`config.mk`:
```
export PLATFORM = sky130hd
export DESIGN_NAME = pin_drive
export DESIGN_NICKNAME = d
export VERILOG_FILES = /design/src/core/pin_drive_pkg.sv /design/src/core/pin_drive.sv
export SDC_FILE = /design/constraint.sdc
export NUM_CORES = 1
export LEC_CHECK = 0
export ABC_CLOCK_PERIOD_IN_PS = 1900
export CAP_MARGIN = 20
export CORE_AREA = 2 2 110 112
export DETAILED_ROUTE_END_ITERATION = 8
export DIE_AREA = 0 0 112 114
export DONT_BUFFER_PORTS = 1
export SYNTH_ARGS = -nofsm -noshare
export SYNTH_HDL_FRONTEND = slang
export SYNTH_SLANG_ARGS = --single-unit
```
`constraint.sdc`:
```
create_clock -name CLK -period 1.9 [get_ports CLK]
set_clock_uncertainty 0.2 [all_clocks]
set_input_delay 0.095 -clock CLK [delete_from_list [all_inputs] [get_ports CLK]]
set_output_delay 0.095 -clock CLK [all_outputs]
set_load 0.1 [all_outputs]
```
`src/core/pin_drive_pkg.sv`:
```
/*
 * Constants, register offsets and carrier structs for the port pin drive
 * and repeater block.
 * Assumes a host register window with byte offsets and 8-bit data.
 */
// What this block does
// RL1: Port A buffers host data both ways, steered by read/write strobes in window.
// RL2: Repeater window is the OR of both peripheral-select decode terms.
// RL3: Configurer qualifies peripheral-select decode with program-store strobe high.
// RL4: Firmware sets repeater enable, bit 7 of memory-mapping control, first.
// RL5: Choosing repeater mode on one port A pin moves all eight pins.
// RL6: Repeater acts whenever the presented address lies inside the window.
// RL7: Port A in repeater mode serves no other function.
// RL8: Four port C scan-test pins are unusable; their register bits are absent.
// RL9: Drive-select registers reset to zero: push-pull, normal slew.
// RL10: Open-drain bit set makes the pin drive low only, release for high.
// RL11: Slew bit set gives fast slew; clear gives standard slew.
// RL12: Port A drive-select: open-drain bits 7..4, slew bits 3..0.
// RL13: Port B drive-select uses the same layout as port A.
// RL14: Port C drive-select implements open-drain bits 7, 4, 3, 2 only.
// RL15: Port D drive-select implements slew bits 2 and 1 only.
// RL16: Final enable combines array term, direction bit and, on port A, repeater.
// RL17: Enable readback returns the final output enable; one means driving.
// RL18: Port A and B enable readback at their offsets, bit n is pin n.
// RL19: Port C and D enable readback report implemented pins only.
// RL20: Pin enable is array enable term OR direction bit.
// RL21: Readback writes ignored; unimplemented bits read zero.
package pin_drive_pkg;

    localparam logic [7:0] OFF_A_DRIVE  = 8'h08;
    localparam logic [7:0] OFF_B_DRIVE  = 8'h09;
    localparam logic [7:0] OFF_A_OESTAT = 8'h0C;
    localparam logic [7:0] OFF_B_OESTAT = 8'h0D;
    localparam logic [7:0] OFF_C_DRIVE  = 8'h16;
    localparam logic [7:0] OFF_D_DRIVE  = 8'h17;
    localparam logic [7:0] OFF_C_OESTAT = 8'h1A;
    localparam logic [7:0] OFF_D_OESTAT = 8'h1B;

    localparam logic [7:0] DRIVE_RESET  = 8'h00;
    localparam logic [7:0] MASK_A       = 8'hFF;
    localparam logic [7:0] MASK_B       = 8'hFF;
    localparam logic [7:0] MASK_C       = 8'h9C;
    localparam logic [7:0] MASK_D       = 8'h06;
    // Open-drain capable positions per port; the rest of the mask is slew
    localparam logic [7:0] OD_A         = 8'hF0;
    localparam logic [7:0] OD_B         = 8'hF0;
    localparam logic [7:0] OD_C         = 8'h9C;
    localparam logic [7:0] OD_D         = 8'h00;
    localparam int         REPEAT_BIT   = 7;

    typedef struct packed {
        logic [7:0] a;
        logic [7:0] b;
        logic [7:0] c;
        logic [7:0] d;
    } port_byte_s;

endpackage : pin_drive_pkg

```
`src/core/pin_drive.sv`:
```
/*
 * Port pin output stage: drive-type registers, final output enables,
 * enable readback and the port A data bus repeater.
 * Assumes the host strobes, select decode and array terms are already
 * synchronous to CLK; register accesses are single-cycle strobes.
 * Port A pin levels come from outside and pass two flops, so repeater
 * read data reaches the host three edges after the read cycle.
 */
`timescale 1ns/100ps
module pin_drive (
    // Clock and reset
    input  wire logic                     CLK,
    input  wire logic                     RESET_N,
    // Host register window
    input  wire logic                     REG_WR,
    input  wire logic                     REG_RD,
    input  wire logic [7:0]               REG_ADDR,
    input  wire logic [7:0]               REG_WDATA,
    output logic      [7:0]               REG_RDATA,
    // Repeater control from the host side
    input  wire logic [7:0]               MEMORY_MAPPING_CONTROL,
    input  wire logic                     REPEATER_MODE_SEL,
    input  wire logic                     PERIPH_SELECT_ZERO,
    input  wire logic                     PERIPH_SELECT_ONE,
    input  wire logic                     HOST_RD_N,
    input  wire logic                     HOST_WR_N,
    input  wire logic [7:0]               HOST_DATA_OUT,
    output logic      [7:0]               HOST_DATA_IN,
    output logic                          HOST_DATA_IN_VALID,
    // Per-pin sources
    input  wire pin_drive_pkg::port_byte_s ARRAY_OE,
    input  wire pin_drive_pkg::port_byte_s DIRECTION,
    input  wire pin_drive_pkg::port_byte_s PIN_DATA,
    // Pins
    input  wire pin_drive_pkg::port_byte_s PIN_IN,
    output pin_drive_pkg::port_byte_s     PIN_OUT,
    output pin_drive_pkg::port_byte_s     PIN_OE,
    output pin_drive_pkg::port_byte_s     PIN_FAST_SLEW
);
    import pin_drive_pkg::*;

    // ----------------------------------------------------------------
    // Drive-select registers
    // ----------------------------------------------------------------
    port_byte_s drive_ff;
    port_byte_s nxt_drive;

    always_comb begin
        nxt_drive = drive_ff;
        if (REG_WR) begin
            case (REG_ADDR)
                OFF_A_DRIVE: nxt_drive.a = REG_WDATA & MASK_A;   // [RL12]
                OFF_B_DRIVE: nxt_drive.b = REG_WDATA & MASK_B;   // [RL13]
                OFF_C_DRIVE: nxt_drive.c = REG_WDATA & MASK_C;   // [RL14] [RL8]
                OFF_D_DRIVE: nxt_drive.d = REG_WDATA & MASK_D;   // [RL15]
                // Readback offsets and unmapped offsets drop the write
                default:     nxt_drive = drive_ff;               // [RL21]
            endcase
        end
    end

    always_ff @(posedge CLK or negedge RESET_N) begin
        if (!RESET_N) begin
            drive_ff <= '{DRIVE_RESET, DRIVE_RESET, DRIVE_RESET, DRIVE_RESET}; // [RL9]
        end else begin
            drive_ff <= nxt_drive;
        end
    end

    // ----------------------------------------------------------------
    // Repeater and final enables
    // ----------------------------------------------------------------
    logic       window;
    logic       rpt_active;
    logic       rpt_drive;
    port_byte_s oe_final;
    port_byte_s data_final;
    port_byte_s out_ff;
    port_byte_s oe_ff;
    port_byte_s slew_ff;
    port_byte_s nxt_out;
    port_byte_s nxt_oe;
    port_byte_s nxt_slew;
    logic [7:0] rdin_ff;
    logic [7:0] nxt_rdin;
    logic       rdv_ff;
    logic       nxt_rdv;
    logic       rd_now;
    logic [1:0] rd_pipe_ff;
    logic [1:0] nxt_rd_pipe;
    logic [7:0] pin_s1_ff;
    logic [7:0] pin_s2_ff;
    logic [7:0] nxt_pin_s1;
    logic [7:0] nxt_pin_s2;

    // Decode qualification by the program-store strobe is the configurer's job
    assign window     = PERIPH_SELECT_ZERO | PERIPH_SELECT_ONE;                 // [RL2] [RL3]
    // Whole port switches together; enable bit gates it
    assign rpt_active = REPEATER_MODE_SEL & MEMORY_MAPPING_CONTROL[REPEAT_BIT]; // [RL5] [RL4]
    // Host write drives the pins outward; host read turns them to inputs
    assign rpt_drive  = rpt_active & window & !HOST_WR_N;                       // [RL1] [RL6]

    function automatic logic [7:0] apply_od(input logic [7:0] oe, input logic [7:0] dat,
                                            input logic [7:0] od);
        // Open-drain pins only drive while the data is low
        apply_od = oe & ~(od & dat);
    endfunction : apply_od

    always_comb begin
        oe_final.a = rpt_active ? {8{rpt_drive}}                                // [RL7] [RL16]
                                : (ARRAY_OE.a | DIRECTION.a);                   // [RL20]
        oe_final.b = (ARRAY_OE.b | DIRECTION.b) & MASK_B;                       // [RL20]
        oe_final.c = (ARRAY_OE.c | DIRECTION.c) & MASK_C;                       // [RL8]
        oe_final.d = (ARRAY_OE.d | DIRECTION.d) & MASK_D;
        data_final   = PIN_DATA;
        data_final.a = rpt_active ? HOST_DATA_OUT : PIN_DATA.a;                 // [RL1]
        nxt_out      = data_final;
        nxt_oe.a   = apply_od(oe_final.a, data_final.a, drive_ff.a & OD_A);     // [RL10]
        nxt_oe.b   = apply_od(oe_final.b, data_final.b, drive_ff.b & OD_B);     // [RL10]
        nxt_oe.c   = apply_od(oe_final.c, data_final.c, drive_ff.c & OD_C);     // [RL10]
        nxt_oe.d   = apply_od(oe_final.d, data_final.d, drive_ff.d & OD_D);
        nxt_slew.a = drive_ff.a & ~OD_A;                                        // [RL11]
        nxt_slew.b = drive_ff.b & ~OD_B;                                        // [RL11]
        nxt_slew.c = drive_ff.c & ~OD_C & MASK_C;
        nxt_slew.d = drive_ff.d & ~OD_D;                                        // [RL11]
        // Pin levels are asynchronous: only the second flop feeds logic, and the
        // read qualifier is delayed to meet the data that stood on the pins then
        nxt_pin_s1  = PIN_IN.a;
        nxt_pin_s2  = pin_s1_ff;
        rd_now      = rpt_active & window & !HOST_RD_N;                         // [RL1]
        nxt_rd_pipe = {rd_pipe_ff[0], rd_now};
        nxt_rdv     = rd_pipe_ff[1];
        nxt_rdin    = rd_pipe_ff[1] ? pin_s2_ff : rdin_ff;
    end

    // Registered so pins change one clean edge after their causes
    always_ff @(posedge CLK or negedge RESET_N) begin
        if (!RESET_N) begin
            out_ff  <= '0;
            oe_ff   <= '0;
            slew_ff <= '0;
            rdin_ff <= 8'h00;
            rdv_ff  <= 1'b0;
            rd_pipe_ff <= 2'b00;
            pin_s1_ff  <= 8'h00;
            pin_s2_ff  <= 8'h00;
        end else begin
            out_ff  <= nxt_out;
            oe_ff   <= nxt_oe;
            slew_ff <= nxt_slew;
            rdin_ff <= nxt_rdin;
            rdv_ff  <= nxt_rdv;
            rd_pipe_ff <= nxt_rd_pipe;
            pin_s1_ff  <= nxt_pin_s1;
            pin_s2_ff  <= nxt_pin_s2;
        end
    end

    assign PIN_OUT            = out_ff;
    assign PIN_OE             = oe_ff;
    assign PIN_FAST_SLEW      = slew_ff;
    assign HOST_DATA_IN       = rdin_ff;
    assign HOST_DATA_IN_VALID = rdv_ff;

    // ----------------------------------------------------------------
    // Register read
    // ----------------------------------------------------------------
    // Readback shows the enable the output stage holds this cycle
    logic [7:0] rdata_ff;
    logic [7:0] nxt_rdata;

    always_comb begin
        nxt_rdata = rdata_ff;
        if (REG_RD) begin
            case (REG_ADDR)
                OFF_A_DRIVE:  nxt_rdata = drive_ff.a;
                OFF_B_DRIVE:  nxt_rdata = drive_ff.b;
                OFF_C_DRIVE:  nxt_rdata = drive_ff.c & MASK_C;      // [RL21]
                OFF_D_DRIVE:  nxt_rdata = drive_ff.d & MASK_D;      // [RL21]
                OFF_A_OESTAT: nxt_rdata = oe_ff.a;                  // [RL17] [RL18]
                OFF_B_OESTAT: nxt_rdata = oe_ff.b;                  // [RL18]
                OFF_C_OESTAT: nxt_rdata = oe_ff.c & MASK_C;         // [RL19]
                OFF_D_OESTAT: nxt_rdata = oe_ff.d & MASK_D;         // [RL19]
                default:      nxt_rdata = 8'h00;
            endcase
        end
    end

    always_ff @(posedge CLK or negedge RESET_N) begin
        if (!RESET_N) begin
            rdata_ff <= 8'h00;
        end else begin
            rdata_ff <= nxt_rdata;
        end
    end

    assign REG_RDATA = rdata_ff;
endmodule : pin_drive

```
==> out/results.txt, run 1 <==
The run stopped with a tool error. The tools report the stage where the flow stopped as clock tree synthesis (4_1_cts). The first error in the log reads "[ERROR RSZ-0060] Max buffer count reached". The cell count after synthesis came out at 307. The biggest area consumer among synthesized cells was sky130_fd_sc_hd__dfrtp_1.

For the proportion of synthesized chip area in sequential cells, the log shows 67.3%. In this run, placement finished with an instance count of 532. The die is 112 µm wide.

Synthesis inferred 121 register bits. Counting distinct cell types in the post-synthesis netlist gives 36. At the placement stage, the worst setup path has a slack of 0.135 ns. Hold repair after CTS inserted 114 buffers. Row generation in the floorplan step produced 40 rows. The die extent in y works out to 114 µm.

The logs give 4 for the depth of the CTS H-tree and 282 for the number of primary I/O pins. The average instance in the mapped netlist occupies 14.7 µm². For the warning count from the yosys run, the log shows 0. The tree is rooted in a sky130_fd_sc_hd__clkbuf_16. The synthesized netlist occupies a cell area of 0.00450 mm². The last weighted congestion value of the routability-driven placer is 0.763, and the post-CTS setup repair buffer count is 0. In the post-synthesis netlist, the biggest area contributors are sky130_fd_sc_hd__dfrtp_1 (67%), sky130_fd_sc_hd__mux2_2 (8.5%), sky130_fd_sc_hd__buf_4 (5.5%), sky130_fd_sc_hd__mux4_2 (3.5%), sky130_fd_sc_hd__mux2_4 (1.3%). Buffers placed on the I/O ports in this run total 0.

The number of clock buffers added by TritonCTS is 17. The half-perimeter wire length of the detailed placement result was 7450 µm. The top cell type by area accounts for 67.3% of the synthesized area. Once the clock tree was built, the resizer swapped 0 gates to a different size. The initial core utilization was 38.4%; the clock sink count was 121. The clock passes through at most 2 buffers.
-- synth_stat cells (all sizes together) --
cell type	instances
or2	7
and2	1
mux2i	4
o22ai	6
conb	1
a32oi	1
dfrtp	121
o21ai	11
buf	35
nor3b	1
a21oi	9
a22o	3
nand2	9
mux2	38
a22oi	7
nand2b	2
a2111oi	1
clkbuf	5
nand4	1
or3b	1
nor3	2
or3	1
o211ai	2
inv	8
nand3	5
mux4	7
a221oi	1
nor2	13
nor4	2
nor2b	2
-- stage by stage --
stage | utilization [%] | instance area, µm²
2_1_floorplan | - | 4620
3_3_place_gp | 44.2 | 5170
3_5_place_dp | 44.2 | 5170
-- cells by family after synthesis --
kind of cell | Yosys count | synth area share (%)
AND/OR/NAND/NOR | 47 | 5.75
flip-flops | 121 | 67.3
AO/OA/AOI/OAI | 41 | 5.73
multiplexers | 49 | 14.2
other | 1 | 0.0833
buffers and inverters | 48 | 6.95
==> inputs of run 2 (changes only) <==
--- a/config.mk
+++ b/config.mk
@@ -7,10 +7,10 @@
 export LEC_CHECK = 0
 export ABC_CLOCK_PERIOD_IN_PS = 1900
 export CAP_MARGIN = 20
-export CORE_AREA = 2 2 110 112
+export CORE_UTILIZATION = 25
 export DETAILED_ROUTE_END_ITERATION = 8
-export DIE_AREA = 0 0 112 114
 export DONT_BUFFER_PORTS = 1
+export PLACE_DENSITY_LB_ADDON = 0.15
 export SYNTH_ARGS = -nofsm -noshare
 export SYNTH_HDL_FRONTEND = slang
 export SYNTH_SLANG_ARGS = --single-unit
==> run 2 against run 1 <==
- the flow now finishes, with violations (negative hold slack)
- synthesized cell count stayed put
- synthesized area stayed put
==> out/results.txt, run 2 <==
The flow ran to the end, but the final reports show violations. The final reports fail on negative hold slack. The final critical path takes up 97.2% of the cycle. The number of input and output port buffers inserted works out to 0.

The top cell family by delay on the critical path is buffers and inverters. Hold repair after CTS inserted 114 buffers. The worst setup path is launched from an input port. The final layout contains 686 nets.

The most frequently used flop master after synthesis was sky130_fd_sc_hd__dfrtp_1. Of the post-synthesis cell area, the dominant cell type holds 67.3%. The detailed router finished its first iteration with 138 violations. The half-perimeter wire length of the detailed placement result was 8670 µm; the number of global-route vias before repair was 3306. In this run the worst hold path is classified as input port to async pin.

For the pin with the worst max-slew slack, the measured transition is 0.534 ns. Clock sink count: 121. The register with the most flip-flops in the layout has 32 of them. The initial core utilization is 25.8%, and the share of synthesized flip-flops with an asynchronous set or reset is 100%.

The die extent in y was 136 µm; the max-capacitance violation count was 0. For this run, the top clock speed supported by timing is 542 MHz. The run gives 307 as the synthesized netlist cell count. For the insertion delay of the later-clocked pin in the worst-skew pair, the log shows 0.41 ns. Of the cells placed in the final design, the portion with a size suffix greater than 1 is 33.6%. For the post-synthesis instance area, the log shows 0.00450 mm².

The depth of the CTS H-tree is 4. The biggest area consumer among synthesized cells is sky130_fd_sc_hd__dfrtp_1. The congestion estimate from routability-driven global placement came to 0.771. TritonCTS built the clock tree. After synthesis, the cell types taking the most area are sky130_fd_sc_hd__dfrtp_1 (67%), sky130_fd_sc_hd__mux2_2 (8.5%), sky130_fd_sc_hd__buf_4 (5.5%), sky130_fd_sc_hd__mux4_2 (3.5%), sky130_fd_sc_hd__mux2_4 (1.3%).

Once detail routing completed, the nets flagged for antenna violations numbered 0. The critical path goes through dlygate4sd3_1, o21ai_0, dlygate4sd3_1, nand2_1, dlygate4sd3_1. Placeable core area: 0.0174 mm². Static power due to leakage: 3.21 nW. For this block, the routed nets add up to 12300 µm of wire. Measured against its own limit, the worst slew margin works out to 64.3%. Areal power density over the cells: 1110 mW/mm². The number of primary I/O pins is 282, and the die footprint is 0.0185 mm². Data on the critical path arrives at its endpoint at 1.93 ns.

In the layout the commonest cells are sky130_fd_sc_hd__dfrtp_1 (121), sky130_fd_sc_hd__dlygate4sd3_1 (113), sky130_fd_sc_hd__buf_4 (87). Setup violations remaining at the end of the flow were counted as 0. The synthesized area per cell is 14.7 µm². The count of antenna diodes in the layout was 0. Setup repair after global routing left no endpoint under its margin. Synthesis inferred 121 register bits. Compared with the post-synthesis result, the final layout area differs by 55.6%.

For the remaining global-route overflow, the log shows 0. The die boundary width is 136 µm. The critical path's slowest cell is sky130_fd_sc_hd__dlygate4sd3_1. For the buffer depth of the longest clock path, the log shows 2.

The run gives -0.817 ns as the final hold slack. The floorplan has 48 rows. The run gives 67.3% as the proportion of synthesized chip area in sequential cells.

The ratio of routed vias to standard cells works out to 4.19. The run gives 40.2% as the core utilization of the finished layout. The tools report the type of destination of the critical path as a flip-flop. The total power was 0.00774 W; the hold violation total from the final report was 131. The tools report the number of antenna violations at the first check in global routing as 0.

By instance count, the leading cell after synthesis is sky130_fd_sc_hd__dfrtp_1. The critical path in this run is classified as input port to flip-flop. The logs give 1662 for the fill cell total of the finished layout and 0.000557 V for the peak ir drop on the vdd network. Together, buffers and inverters on the worst path number 3. CTS placed an instance of sky130_fd_sc_hd__clkbuf_16 at the clock tree root.

Pin count of the biggest net entering global routing: 122. The clock period minus final worst setup slack came out at 1.85 ns. The largest fanout on the critical path is 1. Counting the buffers created by CTS gives 17. The pre-antenna-repair detailed-routing pass consisted of 4 iterations. The most frequent standard cell in the layout excluding fill and tap cells is sky130_fd_sc_hd__dfrtp_1. After clock tree synthesis, the clock-pin slew on the worst setup and hold paths is 0.06 ns. Largest stage delay on the critical path: 0.57 ns. The routed layout has 3162 vias.

After synthesis, the netlist uses 36 different library cells. Most common cell type on the critical path: sky130_fd_sc_hd__dlygate4sd3_1. Worst path required time: 1.99 ns. In the routed design, unresolved DRC markers number 0. The first global-routing pass estimated 18400 µm of wire.

Across every metal layer, demand over resource in global routing totals 13.7%. Setup TNS after final layout: 0 ns. The Yosys step of the flow raised 0 warnings. The total count of max-transition violations in the final report is 0. Yosys mapped a number of flops with a built-in enable equal to 0. After detailed routing, the average wire length per cell comes to 16.3 µm.

By count the netlist is led by sky130_fd_sc_hd__dfrtp_1 (121), sky130_fd_sc_hd__mux2_2 (34), sky130_fd_sc_hd__buf_4 (33).
-- run 2: cell counts after synthesis --
Identical to the previous run, type by type.
-- run 2: worst paths after layout --
| kind | from | to | slack [ns] | cells after the start |
|---|---|---|---|---|
| hold reg to reg | rd_pipe_ff[0] | rd_pipe_ff[1] | 0.14 | 0 |
| min in group CLK | REG_ADDR[0] | REG_RDATA[1] | -0.25 | 2 |
| setup reg to reg | drive_ff[28] | REG_RDATA[4] | 0.11 | 4 |
| max in group asynchronous | RESET_N | drive_ff[23] | 2.15 | 0 |
| setup / recovery | ARRAY_OE[26] | PIN_OE[26] | 0.05 | 5 |
| hold / removal | RESET_N | nxt_pin_s2[4] | -0.82 | 0 |
-- run 2: stage by stage --
stage | worst slack [ns] | hold slack, ns | std cells | area, µm²
6_report | 0.0537 | -0.817 | 755 | 7000
5_1_grt | 0.0127 | -0.845 | 755 | 7000
4_1_cts | 0.0482 | -0.837 | 756 | 7000
3_5_place_dp | 0.0592 | -0.398 | 610 | 5270
3_3_place_gp | 0.130 | -0.398 | 610 | 5270
2_1_floorplan | 0.00128 | -0.401 | 338 | 4620
-- run 2: cell type report --
| type | instances | area [µm²] | share of cell area [%] |
|---|---|---|---|
| flip-flops and latches | 121 | 3030 | 43.2 |
| repair buffers | 200 | 1780 | 25.5 |
| multi-input cells | 169 | 1290 | 18.4 |
| clock buffers | 18 | 439 | 6.27 |
| well taps | 225 | 282 | 4.02 |
| clock inverters | 14 | 150 | 2.14 |
| inverters | 8 | 30.0 | 0.429 |
-- run 2: layer usage --
metal  GRT usage [%]  up-vias  wire length, µm
met1            16.8     1599             5120
met5               0        -                0
met4            5.00        0              142
li1                -     1432                -
met2            23.3      121             6470
met3            3.06       10              605
-- run 2: repair_timing --
action / CTS / global route
gates resized for setup: 0 / 4
hold endpoints to repair: 214 / 130
endpoints found under the setup margin: 0 / 2
buffers inserted: 0 / 0
-- run 2: cells by family (layout without fill, tap and decap cells) --
group | Yosys count | count (layout) | share of synthesized area, %
buffers and inverters | 48 | 240 | 6.95
DFF | 121 | 121 | 67.3
muxes | 49 | 49 | 14.2
other | 1 | 32 | 0.0833
and+or+nand+nor | 47 | 47 | 5.75
AOI/OAI and AO/OA | 41 | 41 | 5.73
-- run 2: where the power goes --
group	switching (W)	internal, W	leakage (nW)	total, W
combinational	0.00134	0.000432	1.44	0.00177
sequential	0.0000844	0.00274	1.48	0.00282
clock	0.00119	0.00197	0.282	0.00315
No activity file was read; power rests on OpenSTA's default activity.
